--- config.mk ---
export PLATFORM = sky130hd
export DESIGN_NAME = uart_irq_flow_trigger_regs
export DESIGN_NICKNAME = d
export VERILOG_FILES = /design/src/core/uart_regs_pkg.sv /design/src/core/trigger_level_sel.sv /design/src/core/uart_irq_flow_trigger_regs.sv
export SDC_FILE = /design/constraint.sdc
export NUM_CORES = 1
export LEC_CHECK = 0
export BUFFER_PORTS_ARGS = -buffer_cell sky130_fd_sc_hd__buf_4
export CAP_MARGIN = 20
export CORE_ASPECT_RATIO = 0.7
export CORE_MARGIN = 8
export CORE_UTILIZATION = 55
export CTS_CLUSTER_DIAMETER = 150
export DETAILED_ROUTE_END_ITERATION = 8
export PLACE_DENSITY_LB_ADDON = 0.12
export SLEW_MARGIN = 20
export SYNTH_ARGS = -nofsm -noshare
export SYNTH_HDL_FRONTEND = slang
export SYNTH_HIERARCHICAL = 1
export SYNTH_SLANG_ARGS = --single-unit
--- constraint.sdc ---
create_clock -name i_ref_clk -period 3.5 [get_ports i_ref_clk]
set_input_delay 0.175 -clock i_ref_clk [delete_from_list [all_inputs] [get_ports i_ref_clk]]
set_output_delay 0.175 -clock i_ref_clk [all_outputs]
set_load 0.01 [all_outputs]
--- src/core/uart_regs_pkg.sv ---
// Constants, codes and carrier types for the UART channel register block
package uart_regs_pkg;
   localparam int FIFO_DEPTH = 64;
   localparam int LVL_W = 7;
   // Register addresses per bank
   localparam logic [2:0] ADDR_IER = 3'h1;
   localparam logic [2:0] ADDR_IIR_FCR = 3'h2;
   localparam logic [2:0] ADDR_LCR = 3'h3;
   localparam logic [2:0] ADDR_MCR = 3'h4;
   localparam logic [2:0] ADDR_TCR = 3'h6;
   localparam logic [2:0] ADDR_TLR = 3'h7;
   localparam logic [2:0] ADDR_FIFO_RDY = 3'h7;
   localparam logic [2:0] ADDR_DLL = 3'h0;
   localparam logic [2:0] ADDR_DLH = 3'h1;
   localparam logic [2:0] ADDR_EFR = 3'h2;
   localparam logic [7:0] LCR_ENH_KEY = 8'hbf;
   localparam int LCR_DIV_BIT = 7;
   // Field positions
   localparam int IER_RHR = 0;
   localparam int IER_THR = 1;
   localparam int IER_LSR = 2;
   localparam int IER_MSR = 3;
   localparam int IER_SLEEP = 4;
   localparam int IER_XOFF = 5;
   localparam int IER_RTS = 6;
   localparam int IER_CTS = 7;
   localparam int EFR_WEN = 4;
   localparam int EFR_SPECIAL = 5;
   localparam int EFR_AUTO_RTS = 6;
   localparam int EFR_AUTO_CTS = 7;
   localparam int MCR_RTS = 1;
   localparam int MCR_RDY_EN = 2;
   localparam int MCR_LOOP = 4;
   localparam int MCR_TCR_EN = 6;
   localparam int FCR_EN = 0;
   // Masks of bits that only change while the write enable is set
   localparam logic [7:0] IER_GATED = 8'hf0;
   localparam logic [7:0] FCR_GATED = 8'h30;
   localparam logic [7:0] MCR_GATED = 8'he0;
   localparam logic [7:0] REG_RST = 8'h00;
   // Identification codes, bits 5:0
   localparam logic [5:0] IIR_NONE = 6'h01;
   localparam logic [5:0] IIR_LSE = 6'h06;
   localparam logic [5:0] IIR_RXTO = 6'h0c;
   localparam logic [5:0] IIR_RHR = 6'h04;
   localparam logic [5:0] IIR_THR = 6'h02;
   localparam logic [5:0] IIR_MSR = 6'h00;
   localparam logic [5:0] IIR_XOFF = 6'h10;
   localparam logic [5:0] IIR_CTSRTS = 6'h20;
   // Fallback trigger levels selected by the FIFO control field
   localparam logic [3:0][LVL_W-1:0] TX_TRIG_TAB =
      {7'h38, 7'h20, 7'h10, 7'h08};
   localparam logic [3:0][LVL_W-1:0] RX_TRIG_TAB =
      {7'h3c, 7'h38, 7'h10, 7'h08};
   localparam int TX_SEL_LSB = 4;
   localparam int RX_SEL_LSB = 6;

   typedef struct packed {
      logic line_err;               // Receiver line status error
      logic rx_timeout;             // Receive timeout
      logic modem_chg;              // Modem status change
      logic xoff_rx;                // Xoff character received
      logic rx_valid;               // Received character strobe
      logic [7:0] rx_char;          // Received character
      logic [LVL_W-1:0] rx_level;   // Characters in receive FIFO
      logic [LVL_W-1:0] tx_level;   // Characters in transmit FIFO
      logic thr_write;              // Host wrote transmit holding
   } engine_status_type;
endpackage : uart_regs_pkg

--- src/core/trigger_level_sel.sv ---
// Resolves one effective FIFO trigger level from override field and table
`timescale 1ns/1ps
module trigger_level_sel
   import uart_regs_pkg::*;
#(
   parameter int LW = LVL_W
) (
   input wire logic [3:0] i_field,            // Override level divided by 4
   input wire logic [1:0] i_sel,              // Fallback table index
   input wire logic [3:0][LW-1:0] i_table,    // Fallback table
   output logic [LW-1:0] o_level              // Effective level
);
   initial begin
      if (LW < 6) $error("trigger_level_sel: LW too small for 60");
   end
   wire logic [LW-1:0] field_level = LW'({i_field, 2'b00});
   assign o_level = (i_field == 4'h0) ? i_table[i_sel] : field_level;
endmodule : trigger_level_sel

--- src/core/uart_irq_flow_trigger_regs.sv ---
// Channel register set: interrupt id, enhanced features, divisor, levels
`timescale 1ns/1ps
module uart_irq_flow_trigger_regs
   import uart_regs_pkg::*;
#(
   parameter int DEPTH = FIFO_DEPTH
) (
   input wire logic i_ref_clk,                 // 40 MHz clock
   input wire logic i_rst,                     // Sync reset, active high
   input wire logic i_cs_a_n,                  // This channel select
   input wire logic i_cs_b_n,                  // Other channel select
   input wire logic [2:0] i_addr,              // Register address
   input wire logic i_wr,                      // Write strobe, one cycle
   input wire logic i_rd,                      // Read strobe, one cycle
   input wire logic [7:0] i_wdata,             // Write data
   input wire engine_status_type i_eng,        // Serial engine status
   input wire logic [7:0] i_xoff2_char,        // Second Xoff character
   input wire logic i_b_tx_ready,              // Channel B transmit ready
   input wire logic i_b_rx_ready,              // Channel B receive ready
   input wire logic i_cts_n,                   // CTS pin, asynchronous
   output logic [7:0] o_rdata,                 // Read data
   output logic o_int_pending,                 // Enabled interrupt pending
   output logic [15:0] o_divisor,              // Baud divisor
   output logic [3:0] o_sw_flow,               // Software flow selection
   output logic o_rts_n,                       // RTS pin level
   output logic o_tx_halt,                     // Stop new transmission
   output logic o_special_match,               // Special char seen, pulse
   output logic o_tx_ready,                    // Transmit space at level
   output logic o_rx_ready,                    // Receive above level
   output logic [7:0] o_ier,                   // Interrupt enable
   output logic [7:0] o_fcr,                   // FIFO control
   output logic [7:0] o_lcr,                   // Line control
   output logic [7:0] o_mcr                    // Modem control
);
   initial begin
      if (DEPTH > 127 || DEPTH < 60) $error("DEPTH out of range");
   end

   logic [7:0] ier_q, fcr_q, lcr_q, mcr_q, efr_q, dll_q, dlh_q, tcr_q, tlr_q;
   logic [7:0] rdata_q;
   logic cts_m_q, cts_s_q, cts_d_q;
   logic rts_n_q, rts_hi_d_q, tx_halt_q, match_q;
   logic thr_pend_q, xoff_pend_q, cts_pend_q, rts_pend_q;
   logic tx_rdy_q, rx_rdy_q, int_q, tx_rdy_prev_q;

   // Address decode
   wire logic sel_a = ~i_cs_a_n;
   wire logic enh_bank = (lcr_q == LCR_ENH_KEY);
   wire logic div_bank = lcr_q[LCR_DIV_BIT] & ~enh_bank;
   wire logic nrm_bank = ~lcr_q[LCR_DIV_BIT];
   wire logic tcr_mode = efr_q[EFR_WEN] & mcr_q[MCR_TCR_EN];
   wire logic hit_ier = nrm_bank & (i_addr == ADDR_IER);
   wire logic hit_iir = nrm_bank & (i_addr == ADDR_IIR_FCR);
   wire logic hit_lcr = (i_addr == ADDR_LCR);
   wire logic hit_mcr = nrm_bank & (i_addr == ADDR_MCR);
   wire logic hit_efr = enh_bank & (i_addr == ADDR_EFR);
   wire logic hit_dll = (div_bank | enh_bank) & (i_addr == ADDR_DLL);
   wire logic hit_dlh = (div_bank | enh_bank) & (i_addr == ADDR_DLH);
   wire logic hit_tcr = nrm_bank & tcr_mode & (i_addr == ADDR_TCR);
   wire logic hit_tlr = nrm_bank & tcr_mode & (i_addr == ADDR_TLR);
   wire logic rdy_ok = (~i_cs_a_n | ~i_cs_b_n) & mcr_q[MCR_RDY_EN] &
      ~mcr_q[MCR_LOOP] & nrm_bank & ~tcr_mode;
   wire logic hit_rdy = rdy_ok & (i_addr == ADDR_FIFO_RDY);
   wire logic wr_a = i_wr & sel_a;
   wire logic rd_a = i_rd & sel_a;

   wire logic [7:0] ier_keep = efr_q[EFR_WEN] ? 8'h00 : IER_GATED;
   wire logic [7:0] fcr_keep = efr_q[EFR_WEN] ? 8'h00 : FCR_GATED;
   wire logic [7:0] mcr_keep = efr_q[EFR_WEN] ? 8'h00 : MCR_GATED;
   wire logic [7:0] ier_d = (ier_q & ier_keep) | (i_wdata & ~ier_keep);
   wire logic [7:0] fcr_d = (fcr_q & fcr_keep) | (i_wdata & ~fcr_keep);
   wire logic [7:0] mcr_d = (mcr_q & mcr_keep) | (i_wdata & ~mcr_keep);
   wire logic div_wen = wr_a & ~ier_q[IER_SLEEP];

   logic [LVL_W-1:0] tx_trig, rx_trig;
   trigger_level_sel #(.LW(LVL_W)) u_tx_trig (
      .i_field(tlr_q[3:0]),
      .i_sel(fcr_q[TX_SEL_LSB+:2]),
      .i_table(TX_TRIG_TAB),
      .o_level(tx_trig)
   );
   trigger_level_sel #(.LW(LVL_W)) u_rx_trig (
      .i_field(tlr_q[7:4]),
      .i_sel(fcr_q[RX_SEL_LSB+:2]),
      .i_table(RX_TRIG_TAB),
      .o_level(rx_trig)
   );
   wire logic [LVL_W-1:0] tx_space = LVL_W'(DEPTH) - i_eng.tx_level;
   wire logic tx_rdy_d = (tx_space >= tx_trig);
   wire logic rx_rdy_d = (i_eng.rx_level > rx_trig) | i_eng.rx_timeout;
   wire logic rhr_lvl = (i_eng.rx_level >= rx_trig);

   wire logic [LVL_W-1:0] halt_lvl = LVL_W'({tcr_q[3:0], 2'b00});
   wire logic [LVL_W-1:0] rest_lvl = LVL_W'({tcr_q[7:4], 2'b00});
   wire logic rts_hi_d = ~efr_q[EFR_AUTO_RTS] ? 1'b0 :
      (i_eng.rx_level >= halt_lvl) ? 1'b1 :
      (i_eng.rx_level <= rest_lvl) ? 1'b0 : rts_hi_d_q;
   wire logic rts_n_d = efr_q[EFR_AUTO_RTS] ? rts_hi_d : ~mcr_q[MCR_RTS];

   // Enabled interrupt sources
   wire logic src_lse = ier_q[IER_LSR] & i_eng.line_err;
   wire logic src_rxto = ier_q[IER_RHR] & i_eng.rx_timeout;
   wire logic src_rhr = ier_q[IER_RHR] & rhr_lvl;
   wire logic src_thr = ier_q[IER_THR] & thr_pend_q;
   wire logic src_msr = ier_q[IER_MSR] & i_eng.modem_chg;
   wire logic src_xoff = ier_q[IER_XOFF] & xoff_pend_q;
   wire logic src_cr = (ier_q[IER_CTS] & cts_pend_q) |
      (ier_q[IER_RTS] & rts_pend_q);
   wire logic [5:0] iir_code = src_lse ? IIR_LSE : src_rxto ? IIR_RXTO :
      src_rhr ? IIR_RHR : src_thr ? IIR_THR : src_msr ? IIR_MSR :
      src_xoff ? IIR_XOFF : src_cr ? IIR_CTSRTS : IIR_NONE;
   wire logic [7:0] iir_val = {{2{fcr_q[FCR_EN]}}, iir_code};
   wire logic iir_rd = rd_a & hit_iir;

   wire logic sp_hit = efr_q[EFR_SPECIAL] & i_eng.rx_valid &
      (i_eng.rx_char == i_xoff2_char);
   wire logic thr_reen = wr_a & hit_ier & ~ier_q[IER_THR] & i_wdata[IER_THR];
   wire logic thr_set = (tx_rdy_d & ~tx_rdy_prev_q) | (thr_reen & tx_rdy_d);
   wire logic thr_clr = i_eng.thr_write | (iir_rd & iir_code == IIR_THR);
   wire logic xoff_set = sp_hit | i_eng.xoff_rx;
   wire logic cr_clr = iir_rd & (iir_code == IIR_CTSRTS);
   wire logic cts_rise = cts_s_q & ~cts_d_q;
   wire logic rts_rise = rts_n_d & ~rts_n_q;

   wire logic [7:0] rdy_val = {2'b00, i_b_rx_ready, rx_rdy_q,
      2'b00, i_b_tx_ready, tx_rdy_q};
   wire logic [7:0] rd_val = hit_rdy ? rdy_val :
      ~sel_a ? REG_RST :
      hit_tcr ? tcr_q : hit_tlr ? tlr_q : hit_efr ? efr_q :
      hit_dll ? dll_q : hit_dlh ? dlh_q : hit_lcr ? lcr_q :
      hit_ier ? ier_q : hit_iir ? iir_val : hit_mcr ? mcr_q : REG_RST;

   always_ff @(posedge i_ref_clk) begin
      if (i_rst) begin
         ier_q <= REG_RST;
         fcr_q <= REG_RST;
         lcr_q <= REG_RST;
         mcr_q <= REG_RST;
         efr_q <= REG_RST;
         dll_q <= REG_RST;
         dlh_q <= REG_RST;
         tcr_q <= REG_RST;
         tlr_q <= REG_RST;
      end else if (wr_a) begin
         if (hit_tcr) tcr_q <= i_wdata;
         else if (hit_tlr) tlr_q <= i_wdata;
         else if (hit_efr) efr_q <= i_wdata;
         else if (hit_ier) ier_q <= ier_d;
         else if (hit_iir) fcr_q <= fcr_d;
         else if (hit_mcr) mcr_q <= mcr_d;
         else if (hit_lcr) lcr_q <= i_wdata;
         if (div_wen & hit_dll & ~hit_lcr) dll_q <= i_wdata;
         if (div_wen & hit_dlh) dlh_q <= i_wdata;
      end
   end

   // CTS pin crosses in through two flops; the second is read, and a third flop delays it for edge detection
   always_ff @(posedge i_ref_clk) begin
      if (i_rst) begin
         // Inactive level, so a pin idling high makes no false edge
         cts_m_q <= 1'b1;
         cts_s_q <= 1'b1;
         cts_d_q <= 1'b1;
      end else begin
         cts_m_q <= i_cts_n;
         cts_s_q <= cts_m_q;
         cts_d_q <= cts_s_q;
      end
   end

   // Pending flags: a set in the clearing cycle wins
   always_ff @(posedge i_ref_clk) begin
      if (i_rst) begin
         thr_pend_q <= 1'b0;
         xoff_pend_q <= 1'b0;
         cts_pend_q <= 1'b0;
         rts_pend_q <= 1'b0;
      end else begin
         thr_pend_q <= thr_set | (thr_pend_q & ~thr_clr);
         xoff_pend_q <= xoff_set |
            (xoff_pend_q & ~(iir_rd & iir_code == IIR_XOFF));
         cts_pend_q <= cts_rise | (cts_pend_q & ~cr_clr);
         rts_pend_q <= rts_rise | (rts_pend_q & ~cr_clr);
      end
   end

   always_ff @(posedge i_ref_clk) begin
      if (i_rst) begin
         rdata_q <= REG_RST;
         rts_n_q <= 1'b1;
         rts_hi_d_q <= 1'b0;
         tx_halt_q <= 1'b0;
         match_q <= 1'b0;
         tx_rdy_q <= 1'b0;
         rx_rdy_q <= 1'b0;
         tx_rdy_prev_q <= 1'b0;
         int_q <= 1'b0;
      end else begin
         if (i_rd) rdata_q <= rd_val;
         rts_n_q <= rts_n_d;
         rts_hi_d_q <= rts_hi_d;
         tx_halt_q <= efr_q[EFR_AUTO_CTS] & cts_s_q;
         match_q <= sp_hit;
         tx_rdy_q <= tx_rdy_d;
         rx_rdy_q <= rx_rdy_d;
         tx_rdy_prev_q <= tx_rdy_d;
         int_q <= (iir_code != IIR_NONE);
      end
   end

   assign o_rdata = rdata_q;
   assign o_int_pending = int_q;
   assign o_divisor = {dlh_q, dll_q};
   assign o_sw_flow = efr_q[3:0];
   assign o_rts_n = rts_n_q;
   assign o_tx_halt = tx_halt_q;
   assign o_special_match = match_q;
   assign o_tx_ready = tx_rdy_q;
   assign o_rx_ready = rx_rdy_q;
   assign o_ier = ier_q;
   assign o_fcr = fcr_q;
   assign o_lcr = lcr_q;
   assign o_mcr = mcr_q;

   wire logic any_src = src_lse | src_rxto | src_rhr | src_thr | src_msr |
      src_xoff | src_cr;
endmodule : uart_irq_flow_trigger_regs

== Word-level counts from Yosys, hierarchy flattened ==
Cells that the tools add are included.

* Bits in registers: 94
* Latch bits: 0
* Bits in writable memories: 0
* Bits in read-only memories: 0
* Bits of input ports: 56
* Logic and storage cells: 180
* Memories: 0

* Add/subtract/negate cells: 1
* Multiply operators: 0
* Divide/modulo/power cells: 0
* Magnitude comparators: 7
* Equality and inequality tests: 12
* Shift-type cells: 0
* Muxes and demuxes: 31
* Bitwise logic cells: 93
* Reduce and logical (&&, ||, !) cells: 12

{| class="wikitable"
|+ Operators with widths
! cell !! count
|-
| $mux W8 || 13
|-
| $and A1 B1 Y1 || 48
|-
| $mux W6 || 8
|-
| $and A8 B8 Y8 || 5
|-
| $bmux W7 S2 || 2
|-
| $mux W7 || 4
|-
| $or A8 B8 Y8 || 3
|-
| $not A1 Y1 || 22
|-
| $not A8 Y8 || 2
|-
| $ge A7 B7 Y1 || 2
|-
| $or A1 B1 Y1 || 11
|-
| $eq A3 B3 Y1 const B || 3
|-
| $and A8 B6 Y8 || 1
|-
| $eq A8 B8 Y1 || 1
|-
| $eq A8 B8 Y1 const B || 1
|-
| $logic_not A4 Y1 || 2
|-
| $not A6 Y8 || 1
|-
| $reduce_and A8 Y1 || 1
|-
| $ge A7 B6 Y1 || 1
|-
| $gt A7 B7 Y1 || 1
|-
| $le A7 B6 Y1 || 1
|-
| $reduce_and A7 Y1 || 1
|-
| $sub A7 B7 Y7 const A || 1
|-
| $eq A3 B2 Y1 const B || 2
|-
| other kinds (13) || 19
|}

== Logic depth before layout (Yosys ltp) ==
* Word-level depth: 19
* Depth in mapped cells: 12

== Hierarchy ==
Netlist, hierarchy kept.

{| class="wikitable"
|+ Modules (own cells, without submodules)
! module !! times used !! cells each !! area an instance (µm²)
|-
| uart_irq_flow_trigger_regs || 1 || 655 || 5129.9
|-
| trigger_level_sel || 2 || 17 || 234.0
|}

== Least setup slack after synthesis ==
OpenSTA, ideal clock, no wires.

* Kind: register to register
* Start: register fcr_q[6], in the netlist o_fcr[6]
* End: register rts_pend_q
* Data arrival time: 2.455 ns
* Setup slack: 0.928 ns
* Stages on the path, launching flop included: 13
* Path buffers: 2
* Clock period less this slack: 2.572 ns
* Cell sequence: dfxtp_1 > buf_6 > mux4_2 > a21o_1 > inv_1 > ha_1 > a21oi_1 > o21ai_1 > o21ai_0 > and3_1 > clkbuf_1 > a41oi_1 > a22o_1

* Cells in the longest elaborated chain, start to end: 13

{| class="wikitable"
|+ Ends and longest elaborated chain
! element !! line !! RTL
|-
| start, declared || uart_irq_flow_trigger_regs.sv:39 || <nowiki>logic [7:0] ier_q, fcr_q, lcr_q, mcr_q, efr_q, dll_q, dlh_q, tcr_q, tlr_q;</nowiki>
|-
| start signal, assigned || uart_irq_flow_trigger_regs.sv:149 || <nowiki>else if (hit_iir) fcr_q <= fcr_d;</nowiki>
|-
| $bmux W7 S2 || trigger_level_sel.sv:17 || <nowiki>assign o_level = (i_field == 4'h0) ? i_table[i_sel] : field_level;</nowiki>
|-
| $mux W7 (implied by the code) || trigger_level_sel.sv:17 ||
|-
| $mux W7 || trigger_level_sel.sv:17 ||
|-
| named net rx_trig[4] || uart_irq_flow_trigger_regs.sv:75 || <nowiki>logic [LVL_W-1:0] tx_trig, rx_trig;</nowiki>
|-
| $ge A7 B7 Y1 || uart_irq_flow_trigger_regs.sv:91 || <nowiki>wire logic rhr_lvl = (i_eng.rx_level >= rx_trig);</nowiki>
|-
| $and A1 B1 Y1 || uart_irq_flow_trigger_regs.sv:103 || <nowiki>wire logic src_rhr = ier_q[IER_RHR] & rhr_lvl;</nowiki>
|-
| $mux W6 || uart_irq_flow_trigger_regs.sv:110 || <nowiki>src_rhr ? IIR_RHR : src_thr ? IIR_THR : src_msr ? IIR_MSR :</nowiki>
|-
| $mux W6 (2 in series) || uart_irq_flow_trigger_regs.sv:109 || <nowiki>wire logic [5:0] iir_code = src_lse ? IIR_LSE : src_rxto ? IIR_RXTO :</nowiki>
|-
| $eq A6 B6 Y1 || uart_irq_flow_trigger_regs.sv:121 || <nowiki>wire logic cr_clr = iir_rd & (iir_code == IIR_CTSRTS);</nowiki>
|-
| $and A1 B1 Y1 || uart_irq_flow_trigger_regs.sv:121 ||
|-
| $not A1 Y1 || uart_irq_flow_trigger_regs.sv:183 || <nowiki>rts_pend_q <= rts_rise | (rts_pend_q & ~cr_clr);</nowiki>
|-
| $and A1 B1 Y1 || uart_irq_flow_trigger_regs.sv:183 ||
|-
| $or A1 B1 Y1 || uart_irq_flow_trigger_regs.sv:183 ||
|-
| end signal, assigned || uart_irq_flow_trigger_regs.sv:183 ||
|-
| end, declared || uart_irq_flow_trigger_regs.sv:43 || <nowiki>logic thr_pend_q, xoff_pend_q, cts_pend_q, rts_pend_q;</nowiki>
|}

The timed path passes the listed nets, and every way through them passes these cells. The select of a mux whose other input is x is not followed.
A chain may end at the register's enable or synchronous reset.

== Final worst setup path ==
Same ends and word-level chain as after synthesis.

==> impl_metrics.toml <==
[synth]
yosysUniqueCellTypes = 70
synth.avg_cell_area_um2 = 8.12
synth_flop_cell = "dfxtp_1"
syn_inst = 689
syn-cell-area_mm2 = 0.00560
yosysSeqAreaShare = 0.336
async_reset_ff_frac = 0
synth_area_leaders = "dfxtp_1 34%, a21oi_1 6.6%, nand2_1 6.2%, mux2i_1 5.7%, mux4_2 5.6%"
synth_warnings = 6
synth_top_area_frac = 0.336
synth_enable_flop_cells = 0
ys_seq_elements = 94
synth_area_leader_cell = "dfxtp_1"

[clock_tree]
cts_buffers = 9
insertion_delay_ps = 350
cts_hold_buffers = 0
cts_setup_buffers = 0
cts_buffer_depth = 2
cts_sinks = 94
htree_levels = 3
path_clk_slew_ps = 70
cts_tree = "done"
cts_resized = 0
cts-root-buf = "clkbuf_16"

[drt]
wl_per_cell_um = 20.6
vias = 5828
drtIter0Drc = 586
drtAntennaViolNets = 0
dr.pass1.iters = 5
wl_um = 19900
viasPerCell = 6.03
remaining_drc_errors = 0

[global_routing]
grt_antenna_before_repair = 0
track_usage = 0.290
grt_pass1_vias = 5429
overflow = 0
grt_pass1_wl_um = 30600
grt_start_max_net_pins = 96

[die]
initial_core_util = 0.571
core-area_mm2 = 0.00980
die_x_um = 137
io_pins = 122
row_count = 30
die_y_um = 100
die_area_mm2 = 0.0137

[placed_design]
numPortBuffers = 121
hpwl_um = 15000
post-place-ws_ps = 652
gp_congestion = 0.977
place_inst = 951

[sta]
slew_viol_final = 0
period_share = 0.829
worst_slack_ps = 597
rsz0062_at_grt = "no"
layout_min_cycle_time_ps = 2900
setup_viol = 0
relSlewSlack = 0.351
skew_ps = 5.75
worst_slew_pin_slew_ps = 973
finalSetupTns_ps = 0
hold_viol_final = 0
fmax_mhz = 344

[worst_setup_path]
timing.rr.start = "o_fcr[6]"
slowest_stage = "dfxtp_1"
crit_fanout = 9
cp.required_ps = 3740
crit_type = "flop to flop"
crit_chain = "mux4_2 -> a21o_1 -> inv_1 -> ha_1 -> nand4_1 -> inv_1 -> nand3_1 -> and3_1 -> a41oi_1 -> a22o_1"
path_common_cell = "inv_1"
crit_arrival_ps = 3140
max_stage_delay_ps = 630
cp-startpoint = "o_fcr[6]"
worstSetupStartpointType = "flop"
end_kind = "flop"

[power_and_ir_drop]
p_per_area_mw_per_mm2 = 335
p_leak_nw = 2.96
ir_worst_vdd_v = 0.000446

[finish]
regArea_mm2 = 0.00188
final_common_cell = "buf_4"
fin_cells = 967
drive_gt1_frac = 0.207
antenna_cells = 0
fillers = 804
final_cell_mix = "130 x buf_4, 94 x dfxtp_1, 93 x nand2_1"
multiInputGateArea_mm2 = 0.00354
nNetsFinal = 913
area_growth_pct = 24.4

[outcome]
status = "complete, no violations"

[flow_run]
maxCapViolCount = 0

[worst_hold_path]
holdCritPathClass = "input pin to flop"
min_from = "i_cts_n"
-- metal layers --
metal	GRT usage	vias up	routed length [um]
li1	-	2685	-
met1	0.405	2701	8380
met2	0.424	393	8510
met3	0.0828	49	2590
met4	0.0757	0	420
met5	0	-	0
-- report_power, final --
| part | switching (mW) | internal, mW | leakage, nW |
|---|---|---|---|
| Sequential | 0.0130 | 1.08 | 0.760 |
| Combinational | 0.184 | 0.133 | 2.07 |
| Clock | 0.435 | 0.487 | 0.129 |
| Total | 0.633 | 1.70 | 2.96 |
-- worst max-delay path: cells and delay by family, from the launching register on --
kind	cells	cell delay [ps]
compound gates	3	690
fa+ha+maj	1	220
buf+inv	2	130
flops	1	630
mux	1	580
simple gates	3	540
-- synth_stat cells, types with 8 or more instances --
library cell and number:
dfxtp_1 94, nand2_1 93, a21oi_1 74, nor2_1 59, nand3_1 39, inv_1 33, mux2i_1 32, clkbuf_1 27
o21ai_0 26, ha_1 23, buf_2 15, mux4_2 14, nor3_1 12, a21o_1 11, and3_1 8, nand4_1 8
nor2b_1 8
-- logic make-up after synthesis --
| group | Yosys count | share of synthesized area |
|---|---|---|
| xor gates and xnor gates | 13 | 0.0203 |
| adders and majority gates | 23 | 0.0514 |
| AOI/OAI and AO/OA | 166 | 0.187 |
| buffers and inverters | 84 | 0.0671 |
| muxes | 46 | 0.114 |
| DFF | 94 | 0.336 |
| and+or+nand+nor | 261 | 0.224 |
| other | 2 | 0.00134 |
-- stage by stage --
| stage | power (mW) | area (um2) | utilization | hold WS (ps) |
|---|---|---|---|---|
| floorplan | 1.30 | 5800 | - | 279 |
| global placement | 1.41 | 6690 | 0.683 | 363 |
| detailed placement | 1.42 | 6690 | 0.683 | 366 |
| CTS | 2.33 | 6960 | 0.711 | 13.4 |
| global route | 2.41 | 6960 | 0.711 | 18.4 |
| finish | 2.33 | 6960 | 0.711 | 14.9 |
-- worst paths after layout --
path | cells after the start | end | slack (ps)
setup / recovery | 10 | rts_pend_q | 600
hold / removal | 2 | cts_m_q | 10
setup reg to reg | 10 | rts_pend_q | 600
hold reg to reg | 1 | cts_pend_q | 410
-- flip-flops by register name (all words and copies together) (netlist names), 4 cells and up, named ones only --
register,flops
o_fcr,6
o_lcr,8
tlr_q,8
dlh_q,8
dll_q,8
o_rdata,8
o_mcr,5
tcr_q,8
o_ier,4
efr_q,8
-- cell type report --
cell class	instances	area share
Timing Repair Buffer	130	0.140
Clock buffer	10	0.0329
Multi-Input combinational cell	565	0.509
Tap cell	128	0.0230
Inverter	34	0.0183
Sequential cell	94	0.270
Clock inverter	6	0.00665
No activity file was read; power rests on OpenSTA's default activity.
